`src/design/pcac_consts.vh`:
```
// register addresses, reset values and cycle-length constants of the counter array
`ifndef PCAC_CONSTS_VH
`define PCAC_CONSTS_VH

// register page shared by every register of the block
`define PCAC_PAGE 8'h10

// counter byte registers
`define PCAC_ADDR_CNT_LO 8'hf9
`define PCAC_ADDR_CNT_HI 8'hfa

// capture low-byte registers, channels 6 to 11
`define PCAC_ADDR_CPL6 8'hfb
`define PCAC_ADDR_CPL7 8'he9
`define PCAC_ADDR_CPL8 8'heb
`define PCAC_ADDR_CPL9 8'hed
`define PCAC_ADDR_CPL10 8'hfd
`define PCAC_ADDR_CPL11 8'hce

// capture high-byte registers, channels 6 to 11
`define PCAC_ADDR_CPH6 8'hfc
`define PCAC_ADDR_CPH7 8'hea
`define PCAC_ADDR_CPH8 8'hec
`define PCAC_ADDR_CPH9 8'hee
`define PCAC_ADDR_CPH10 8'hfe
`define PCAC_ADDR_CPH11 8'hcf

// sizes
`define PCAC_NUM_CH 6
`define PCAC_CW 16

// reset values
`define PCAC_RST_BYTE 8'h00
`define PCAC_RST_WORD 16'h0000
`define PCAC_RST_BIT 1'b0
`define PCAC_UNMAPPED 8'h00

// cycle length select codes
`define PCAC_CLSEL_8 2'b00
`define PCAC_CLSEL_9 2'b01
`define PCAC_CLSEL_10 2'b10
`define PCAC_CLSEL_11 2'b11

// counter masks for each cycle length
`define PCAC_MASK_8 16'h00ff
`define PCAC_MASK_9 16'h01ff
`define PCAC_MASK_10 16'h03ff
`define PCAC_MASK_11 16'h07ff
`define PCAC_MASK_FULL 16'hffff

`endif

```
`src/design/pcac_array.v`:
```
// counter array top: 16-bit counter, snapshot, register decode, six channels
// Functional notes
// - counter bits 7..0 are a read/write byte register resetting to zero.
// - counter bits 15..8 are a separate read/write byte register resetting to zero.
// - the high-byte register reads a snapshot refreshed only when the low byte is read.
// - the counter bytes sit on page 0x10 at 0xf9 (low) and 0xfa (high).
// - each channel keeps a 16-bit capture value whose low byte is read/write.
// - each channel's capture high byte is read/write and resets to zero.
// - channel 6..11 low bytes sit at 0xfb, 0xe9, 0xeb, 0xed, 0xfd, 0xce on page 0x10.
// - channel 6..11 high bytes sit at 0xfc, 0xea, 0xec, 0xee, 0xfe, 0xcf on page 0x10.
// - the reload access select steers both channel addresses to the auto-reload value.
// - a write to a channel low byte clears that channel's compare enable.
// - a write to a channel high byte sets that channel's compare enable.
// - a set compare enable turns on the channel comparator against the counter.
// - the cycle length select gives 8, 9, 10 or 11 bit cycles for short pwm channels.
`timescale 1ns/1ps
`include "pcac_consts.vh"

module pcac_array (
   // clock and reset
   input wire clock_i,
   input wire reset_i,
   // register port
   input wire [7:0] sfr_page_i,
   input wire [7:0] sfr_addr_i,
   input wire sfr_wr_i,
   input wire sfr_rd_i,
   input wire [7:0] sfr_wdata_i,
   output wire [7:0] sfr_rdata_o,
   // configuration from the pwm and mode registers
   input wire reload_access_select_i,
   input wire [1:0] cycle_length_select_i,
   input wire [5:0] pwm_short_i,
   input wire [5:0] cmp_en_load_i,
   input wire [5:0] cmp_en_val_i,
   // counter control and capture events
   input wire count_en_i,
   input wire [5:0] capture_i,
   // state out
   output wire [15:0] counter_o,
   output wire cycle_ovf_o,
   output wire [95:0] capture_value_o,
   output wire [95:0] reload_value_o,
   output wire [5:0] compare_enable_o,
   output wire [5:0] match_o
);

// address of a channel low byte by index
function [7:0] lo_addr;
   input integer idx;
   begin
      case (idx)
         0: lo_addr = `PCAC_ADDR_CPL6;
         1: lo_addr = `PCAC_ADDR_CPL7;
         2: lo_addr = `PCAC_ADDR_CPL8;
         3: lo_addr = `PCAC_ADDR_CPL9;
         4: lo_addr = `PCAC_ADDR_CPL10;
         default: lo_addr = `PCAC_ADDR_CPL11;
      endcase
   end
endfunction

// address of a channel high byte by index
function [7:0] hi_addr;
   input integer idx;
   begin
      case (idx)
         0: hi_addr = `PCAC_ADDR_CPH6;
         1: hi_addr = `PCAC_ADDR_CPH7;
         2: hi_addr = `PCAC_ADDR_CPH8;
         3: hi_addr = `PCAC_ADDR_CPH9;
         4: hi_addr = `PCAC_ADDR_CPH10;
         default: hi_addr = `PCAC_ADDR_CPH11;
      endcase
   end
endfunction

// state
reg [15:0] counter_r;
reg [15:0] counter_nxt;
reg [7:0] snapshot_r;
reg [7:0] rdata_r;
reg [7:0] rdata_nxt;
reg cycle_ovf_r;
reg [15:0] len_mask;

// decode
wire page_hit;
wire cnt_lo_hit;
wire cnt_hi_hit;
wire [5:0] ch_lo_hit;
wire [5:0] ch_hi_hit;
wire [47:0] ch_rdata;
wire ovf_now;

// outputs from flops
assign sfr_rdata_o = rdata_r;
assign counter_o = counter_r;
assign cycle_ovf_o = cycle_ovf_r;

// page and counter byte decode
assign page_hit = (sfr_page_i == `PCAC_PAGE);
assign cnt_lo_hit = page_hit && (sfr_addr_i == `PCAC_ADDR_CNT_LO);
assign cnt_hi_hit = page_hit && (sfr_addr_i == `PCAC_ADDR_CNT_HI);

// cycle length mask for short pwm channels
always @* begin
   case (cycle_length_select_i)
      `PCAC_CLSEL_8: len_mask = `PCAC_MASK_8;
      `PCAC_CLSEL_9: len_mask = `PCAC_MASK_9;
      `PCAC_CLSEL_10: len_mask = `PCAC_MASK_10;
      default: len_mask = `PCAC_MASK_11;
   endcase
end

// wrap of the selected low bits while counting
assign ovf_now = count_en_i && !(sfr_wr_i && (cnt_lo_hit || cnt_hi_hit)) &&
   ((counter_r & len_mask) == len_mask);

// counter next value: byte writes win over counting
always @* begin
   counter_nxt = counter_r;
   if (sfr_wr_i && cnt_lo_hit) begin
      counter_nxt[7:0] = sfr_wdata_i;
   end else if (sfr_wr_i && cnt_hi_hit) begin
      counter_nxt[15:8] = sfr_wdata_i;
   end else if (count_en_i) begin
      counter_nxt = counter_r + 16'h0001;
   end
end

// counter register
always @(posedge clock_i or posedge reset_i) begin
   if (reset_i) begin
      counter_r <= `PCAC_RST_WORD;
   end else begin
      counter_r <= counter_nxt;
   end
end

// high byte snapshot, refreshed on low byte reads only
always @(posedge clock_i or posedge reset_i) begin
   if (reset_i) begin
      snapshot_r <= `PCAC_RST_BYTE;
   end else if (sfr_rd_i && cnt_lo_hit) begin
      snapshot_r <= counter_r[15:8];
   end
end

// cycle overflow pulse
always @(posedge clock_i or posedge reset_i) begin
   if (reset_i) begin
      cycle_ovf_r <= `PCAC_RST_BIT;
   end else begin
      cycle_ovf_r <= ovf_now;
   end
end

// per-channel decode and channel instances
genvar g;
generate
   for (g = 0; g < `PCAC_NUM_CH; g = g + 1) begin : ch
      wire [15:0] cap;
      wire [15:0] rel;
      assign ch_lo_hit[g] = page_hit && (sfr_addr_i == lo_addr(g));
      assign ch_hi_hit[g] = page_hit && (sfr_addr_i == hi_addr(g));
      // read data of this channel, zero when not addressed
      assign ch_rdata[g*8 +: 8] =
         ch_lo_hit[g] ? (reload_access_select_i ? rel[7:0] : cap[7:0]) :
         ch_hi_hit[g] ? (reload_access_select_i ? rel[15:8] : cap[15:8]) :
         `PCAC_UNMAPPED;
      assign capture_value_o[g*16 +: 16] = cap;
      assign reload_value_o[g*16 +: 16] = rel;
      pcac_channel u_chan (
         .clock_i(clock_i),
         .reset_i(reset_i),
         .wr_low_i(sfr_wr_i && ch_lo_hit[g]),
         .wr_high_i(sfr_wr_i && ch_hi_hit[g]),
         .reload_sel_i(reload_access_select_i),
         .wdata_i(sfr_wdata_i),
         .cmp_en_load_i(cmp_en_load_i[g]),
         .cmp_en_val_i(cmp_en_val_i[g]),
         .capture_i(capture_i[g]),
         .pwm_short_i(pwm_short_i[g]),
         .cycle_ovf_i(ovf_now),
         .count_i(counter_r),
         .len_mask_i(len_mask),
         .capture_value_o(cap),
         .reload_value_o(rel),
         .compare_enable_o(compare_enable_o[g]),
         .match_o(match_o[g])
      );
   end
endgenerate

// read data mux, unmapped addresses read zero
integer i;
always @* begin
   rdata_nxt = `PCAC_UNMAPPED;
   if (cnt_lo_hit) begin
      rdata_nxt = counter_r[7:0];
   end else if (cnt_hi_hit) begin
      rdata_nxt = snapshot_r;
   end else begin
      for (i = 0; i < `PCAC_NUM_CH; i = i + 1) begin
         rdata_nxt = rdata_nxt | ch_rdata[i*8 +: 8];
      end
   end
end

// read data register, updated on each read strobe
always @(posedge clock_i or posedge reset_i) begin
   if (reset_i) begin
      rdata_r <= `PCAC_RST_BYTE;
   end else if (sfr_rd_i) begin
      rdata_r <= rdata_nxt;
   end
end

endmodule // pcac_array

```
`src/design/pcac_channel.v`:
```
// one capture/compare channel: capture value, reload value, compare enable, match
`timescale 1ns/1ps
`include "pcac_consts.vh"

module pcac_channel (
   // clock and reset
   input wire clock_i,
   input wire reset_i,
   // register writes
   input wire wr_low_i,
   input wire wr_high_i,
   input wire reload_sel_i,
   input wire [7:0] wdata_i,
   // compare enable load from the mode register
   input wire cmp_en_load_i,
   input wire cmp_en_val_i,
   // counter side
   input wire capture_i,
   input wire pwm_short_i,
   input wire cycle_ovf_i,
   input wire [15:0] count_i,
   input wire [15:0] len_mask_i,
   // state out
   output reg [15:0] capture_value_o,
   output reg [15:0] reload_value_o,
   output reg compare_enable_o,
   output reg match_o
);

wire [15:0] cmp_mask;
assign cmp_mask = pwm_short_i ? len_mask_i : `PCAC_MASK_FULL;

// capture value and auto-reload value storage
always @(posedge clock_i or posedge reset_i) begin
   if (reset_i) begin
      capture_value_o <= `PCAC_RST_WORD;
      reload_value_o <= `PCAC_RST_WORD;
   end else begin
      if (wr_low_i && reload_sel_i) begin
         reload_value_o[7:0] <= wdata_i;
      end else if (wr_high_i && reload_sel_i) begin
         reload_value_o[15:8] <= wdata_i;
      end
      if (wr_low_i && !reload_sel_i) begin
         capture_value_o[7:0] <= wdata_i;
      end else if (wr_high_i && !reload_sel_i) begin
         capture_value_o[15:8] <= wdata_i;
      end else if (capture_i) begin
         capture_value_o <= count_i;
      end else if (cycle_ovf_i && pwm_short_i) begin
         capture_value_o <= reload_value_o;
      end
   end
end

// compare enable with write side effects
always @(posedge clock_i or posedge reset_i) begin
   if (reset_i) begin
      compare_enable_o <= `PCAC_RST_BIT;
   end else if (wr_high_i) begin
      compare_enable_o <= 1'b1;
   end else if (wr_low_i) begin
      compare_enable_o <= 1'b0;
   end else if (cmp_en_load_i) begin
      compare_enable_o <= cmp_en_val_i;
   end
end

// comparator against the array counter
always @(posedge clock_i or posedge reset_i) begin
   if (reset_i) begin
      match_o <= `PCAC_RST_BIT;
   end else begin
      match_o <= compare_enable_o &&
         ((count_i & cmp_mask) == (capture_value_o & cmp_mask));
   end
end

endmodule // pcac_channel

```
`config.mk`:
```
export PLATFORM = sky130hd
export DESIGN_NAME = pcac_array
export DESIGN_NICKNAME = d
export VERILOG_FILES = /design/src/design/pcac_array.v /design/src/design/pcac_channel.v
export VERILOG_INCLUDE_DIRS = /design/src /design/src/design
export SDC_FILE = /design/constraint.sdc
export NUM_CORES = 1
export LEC_CHECK = 0
export ABC_CLOCK_PERIOD_IN_PS = 17700
export BUFFER_PORTS_ARGS = -buffer_cell sky130_fd_sc_hd__clkbuf_2
export CAP_MARGIN = 20
export CORE_MARGIN = 4
export CORE_UTILIZATION = 47
export CTS_BUF_LIST = sky130_fd_sc_hd__clkbuf_8
export DETAILED_ROUTE_END_ITERATION = 10
export GPL_ROUTABILITY_DRIVEN = 0
export HOLD_SLACK_MARGIN = 0.15
export MAX_ROUTING_LAYER = met4
export PLACE_DENSITY_LB_ADDON = 0.08
export SLEW_MARGIN = 20
export SYNTH_ARGS = -nofsm -noshare
export SYNTH_HDL_FRONTEND = slang
export SYNTH_SLANG_ARGS = --single-unit
```
`constraint.sdc`:
```
create_clock -name clock_i -period 17.7 [get_ports clock_i]
set_clock_uncertainty 0.2 [all_clocks]
set_input_delay 0.885 -clock clock_i [delete_from_list [all_inputs] [get_ports clock_i]]
set_output_delay 0.885 -clock clock_i [all_outputs]
set_load 0.05 [all_outputs]
```
==> impl_metrics.tcl <==
set metrics [dict create \
    global_route.usage.met1 0.5119 \
    dpl-instance-area_sq_um 16840 \
    cp_num_buf_inv 1 \
    peak_supply_drop_uv 56.70 \
    postSynthCellCount 1575 \
    cp-start-kind "input port" \
    setup.worst_path.end_class "flip-flop" \
    setup_viol 0 \
    critPathSlowestCell "sky130_fd_sc_hd__a21oi_2" \
    drive_gt1_frac 0.3046 \
    postRouteWirelength_mm 67.19 \
    worst_setup_hold_path_clk_slew_ps 60 \
    clockBufferDepth 3 \
    total_leakage_power_nw 8.558 \
    postLayoutCellArea_sq_um 17710 \
    synthesis.area_per_instance_sq_um 9.774 \
    area_growth_pct 15.04 \
    most_crowded_layer_after_global_routing "met2" \
    grt_pass1_wl_mm 96.27 \
    core_sq_um 32450 \
    worst_ep_required_time_ps 17920 \
    wire_per_inst_um 29.85 \
    ys_seq_area_frac 0.3853 \
    detail_route.drc_violations 0 \
    ys_seq_elements 237 \
    die_w_um 189.0 \
    post_synth_num_cell_types 82 \
    synth_edf_count 0 \
    io_pins 285 \
    slowest_delay_ps 940 \
    internal_reg_to_reg_setup_slack_ps 14100 \
    synth_flop_cell "sky130_fd_sc_hd__dfrtp_1" \
    cts_hold_repair.buffers 0 \
    power_per_cell_area_nw_per_um2 99.29 \
    grt_use_total 0.3716 \
    placement.io_buffers 284 \
    root_buffer "sky130_fd_sc_hd__clkbuf_8" \
    totalNegativeSetupSlack_ps 0 \
    fmax_ghz 0.2476 \
    synthesis.yosys.warnings 0 \
    die_h_um 189.0 \
    timing_worst_slew_pin_value_ps 1224 \
    reg2reg_to "ch[0].u_chan.capture_value_o[8]$_DFFE_PP0P_" \
    worst_hold_path_type "input port to asynchronous set/reset pin" \
    post_drt_via_cell_ratio 6.574 \
    globalRouteOverflowTotal 0 \
    regToRegStartpoint "counter_o[7]$_DFFE_PP0P_" \
    critical_path_cell_count 7 \
    worstPathCellList "clkbuf_2 > nand4bb_1 > nor4_4 > a21oi_2 > a41oi_2 > a2111oi_0 > o31ai_1" \
    cts_buffers 44 \
    grt_antenna_before_repair 0 \
    hold_viol 0 \
    use_met2 0.5291 \
    cts_setup_buffers 0 \
    rows 66 \
    relative_slew_slack 0.1839 \
    cts_resized 0 \
    n_antenna_cell 0 \
    grt_start_max_net_pins 111 \
    r2r_cells 8 \
    drt-pass1-iter-count 8 \
    cp.arrival_ps 4260 \
    maxCapViolations 0 \
    async_reset_ff_frac 1.000 \
    finalCritPeriodShare 0.2282 \
    grt_setup_unrepaired "no" \
    first_global_vias 14160 \
    critical_path_class "input port to flip-flop" \
    total_number_of_h_tree_levels 2 \
    mappedNetlistArea_sq_um 15390 \
    initial_standard_cell_utilization_of_the_core 0.4743 \
    critical_path_peak_fanout 16 \
    count_of_final_max_slew_check_failures 0 \
    dr.first_iter.drc_count 1936 \
    design.die.area_sq_um 35710 \
    detail-route-antenna-nets 0 \
    layout_min_cycle_time_ps 4039 \
    status "finished clean" \
    vias 14800 \
    clkLatencyLatePin_ps 570 \
    cts_tree "done" \
    met3_routing_resource_usage_after_global_routing 0.07393 \
    tritoncts_num_sinks 237 \
    cpLargestDelayFamily "compound AO/OA/AOI/OAI gates" \
    nets 1835 \
    synth.net_count 1632 \
    half_perimeter_wire_length_of_the_detailed_placement_result_mm 45.11 \
]
-- cell type report --
cell class                 instances  area [sq um]
clock buffer                      56         770.7
clock inverter                    21         90.09
fill                            2995         14750
inverter                          25         101.3
multi-input combinational       1161          8646
sequential                       237          5932
tap                              442         553.0
timing repair buffer             309          1615
-- cell usage after synthesis (8+ instances only) --
library cell	number	area share
sky130_fd_sc_hd__xor2_1	55	0.031
sky130_fd_sc_hd__buf_6	9	0.0066
sky130_fd_sc_hd__a32oi_1	12	0.0068
sky130_fd_sc_hd__o21ai_0	80	0.026
sky130_fd_sc_hd__inv_1	25	0.0061
sky130_fd_sc_hd__buf_2	28	0.0091
sky130_fd_sc_hd__nand4_1	15	0.0061
sky130_fd_sc_hd__o221ai_1	14	0.0080
sky130_fd_sc_hd__a41o_1	10	0.0065
sky130_fd_sc_hd__mux2_2	108	0.079
sky130_fd_sc_hd__nor4_1	25	0.010
sky130_fd_sc_hd__a31o_2	30	0.017
sky130_fd_sc_hd__buf_1	20	0.0049
sky130_fd_sc_hd__dfrtp_1	237	0.39
sky130_fd_sc_hd__nand2b_1	24	0.0098
sky130_fd_sc_hd__o21ai_1	16	0.0052
sky130_fd_sc_hd__a2bb2oi_1	8	0.0046
sky130_fd_sc_hd__clkbuf_1	79	0.019
sky130_fd_sc_hd__xnor2_1	48	0.027
sky130_fd_sc_hd__a22oi_1	15	0.0073
sky130_fd_sc_hd__nor2_1	70	0.017
sky130_fd_sc_hd__mux2i_1	178	0.12
sky130_fd_sc_hd__a21oi_1	108	0.035
sky130_fd_sc_hd__o22ai_1	29	0.012
sky130_fd_sc_hd__and3_1	12	0.0049
sky130_fd_sc_hd__nand3_1	33	0.011
sky130_fd_sc_hd__o22a_1	17	0.0097
sky130_fd_sc_hd__nand2_1	122	0.030
sky130_fd_sc_hd__a2111oi_0	11	0.0063
sky130_fd_sc_hd__buf_4	16	0.0078
-- registers in the layout, indices dropped and copies added (netlist names) --
name / flops
ch.u_chan.capture_value_o: 96
ch.u_chan.compare_enable_o: 6
ch.u_chan.match_o: 6
ch.u_chan.reload_value_o: 96
counter_o: 16
cycle_ovf_o: 1
sfr_rdata_o: 8
snapshot_r: 8
-- per-stage QoR --
step / cells / utilization / setup slack [ps] / hold slack (ps) / power, W
floorplan: 1575 / - / 10110 / 281.0 / 0.001042
CTS: 2251 / 0.5454 / 13860 / 288.0 / 0.001752
global placement: 2173 / 0.5184 / 13330 / 294.2 / 0.001222
global route: 2251 / 0.5456 / 13610 / 324.8 / 0.001814
finish: 2251 / 0.5456 / 13660 / 228.3 / 0.001758
detailed placement: 2174 / 0.5189 / 13260 / 296.6 / 0.001227
-- cells by family after synthesis --
logic type,Yosys count,share of synthesized area
simple gates,370,0.1301
mux,286,0.1947
flops,237,0.3853
buf+inv,177,0.05373
xor+xnor,103,0.05860
fa+ha+maj,1,0.0008127
compound gates,401,0.1767
-- power by group --
group	internal [W]	switching (W)	leakage, nW
registers	0.000584	0.0000637	3.07
logic	0.000167	0.000418	4.98
clock network	0.000282	0.000243	0.500
-- cell usage in the layout (no fill, tap or decap), types with 15 or more instances in the layout --
cell type,count
sky130_fd_sc_hd__clkbuf_2,283
sky130_fd_sc_hd__dfrtp_1,236
sky130_fd_sc_hd__mux2i_1,178
sky130_fd_sc_hd__nand2_1,122
sky130_fd_sc_hd__a21oi_1,108
sky130_fd_sc_hd__mux2_2,108
sky130_fd_sc_hd__o21ai_0,80
sky130_fd_sc_hd__nor2_1,68
sky130_fd_sc_hd__clkbuf_8,56
sky130_fd_sc_hd__xor2_1,55
sky130_fd_sc_hd__xnor2_1,48
sky130_fd_sc_hd__inv_1,40
sky130_fd_sc_hd__nand3_1,32
sky130_fd_sc_hd__a31o_2,30
sky130_fd_sc_hd__o22ai_1,29
sky130_fd_sc_hd__nor4_1,25
sky130_fd_sc_hd__buf_4,25
sky130_fd_sc_hd__nand2b_1,24
sky130_fd_sc_hd__o22a_1,17
sky130_fd_sc_hd__o21ai_1,16
sky130_fd_sc_hd__nand4_1,15
sky130_fd_sc_hd__a22oi_1,15
-- metal layers --
layer	up-vias	part of all wire
li1	6218	-
met1	7276	0.41
met2	1088	0.43
met3	217	0.11
met4	0	0.056
met5	-	0
-- worst max path at each step --
stage / startpoint / to / slack (ps)
floorplan: reset_i / ch[0].u_chan.capture_value_o[0]$_DFFE_PP0P_ / 10110
global placement: sfr_addr_i[5] / ch[2].u_chan.capture_value_o[4]$_DFFE_PP0P_ / 13330
detailed placement: sfr_addr_i[5] / ch[2].u_chan.capture_value_o[3]$_DFFE_PP0P_ / 13260
CTS: sfr_addr_i[5] / ch[2].u_chan.capture_value_o[3]$_DFFE_PP0P_ / 13860
global route: sfr_addr_i[5] / ch[2].u_chan.capture_value_o[4]$_DFFE_PP0P_ / 13610
finish: sfr_addr_i[5] / ch[2].u_chan.capture_value_o[3]$_DFFE_PP0P_ / 13660
Note: power is estimated with default switching activity, not from simulation.
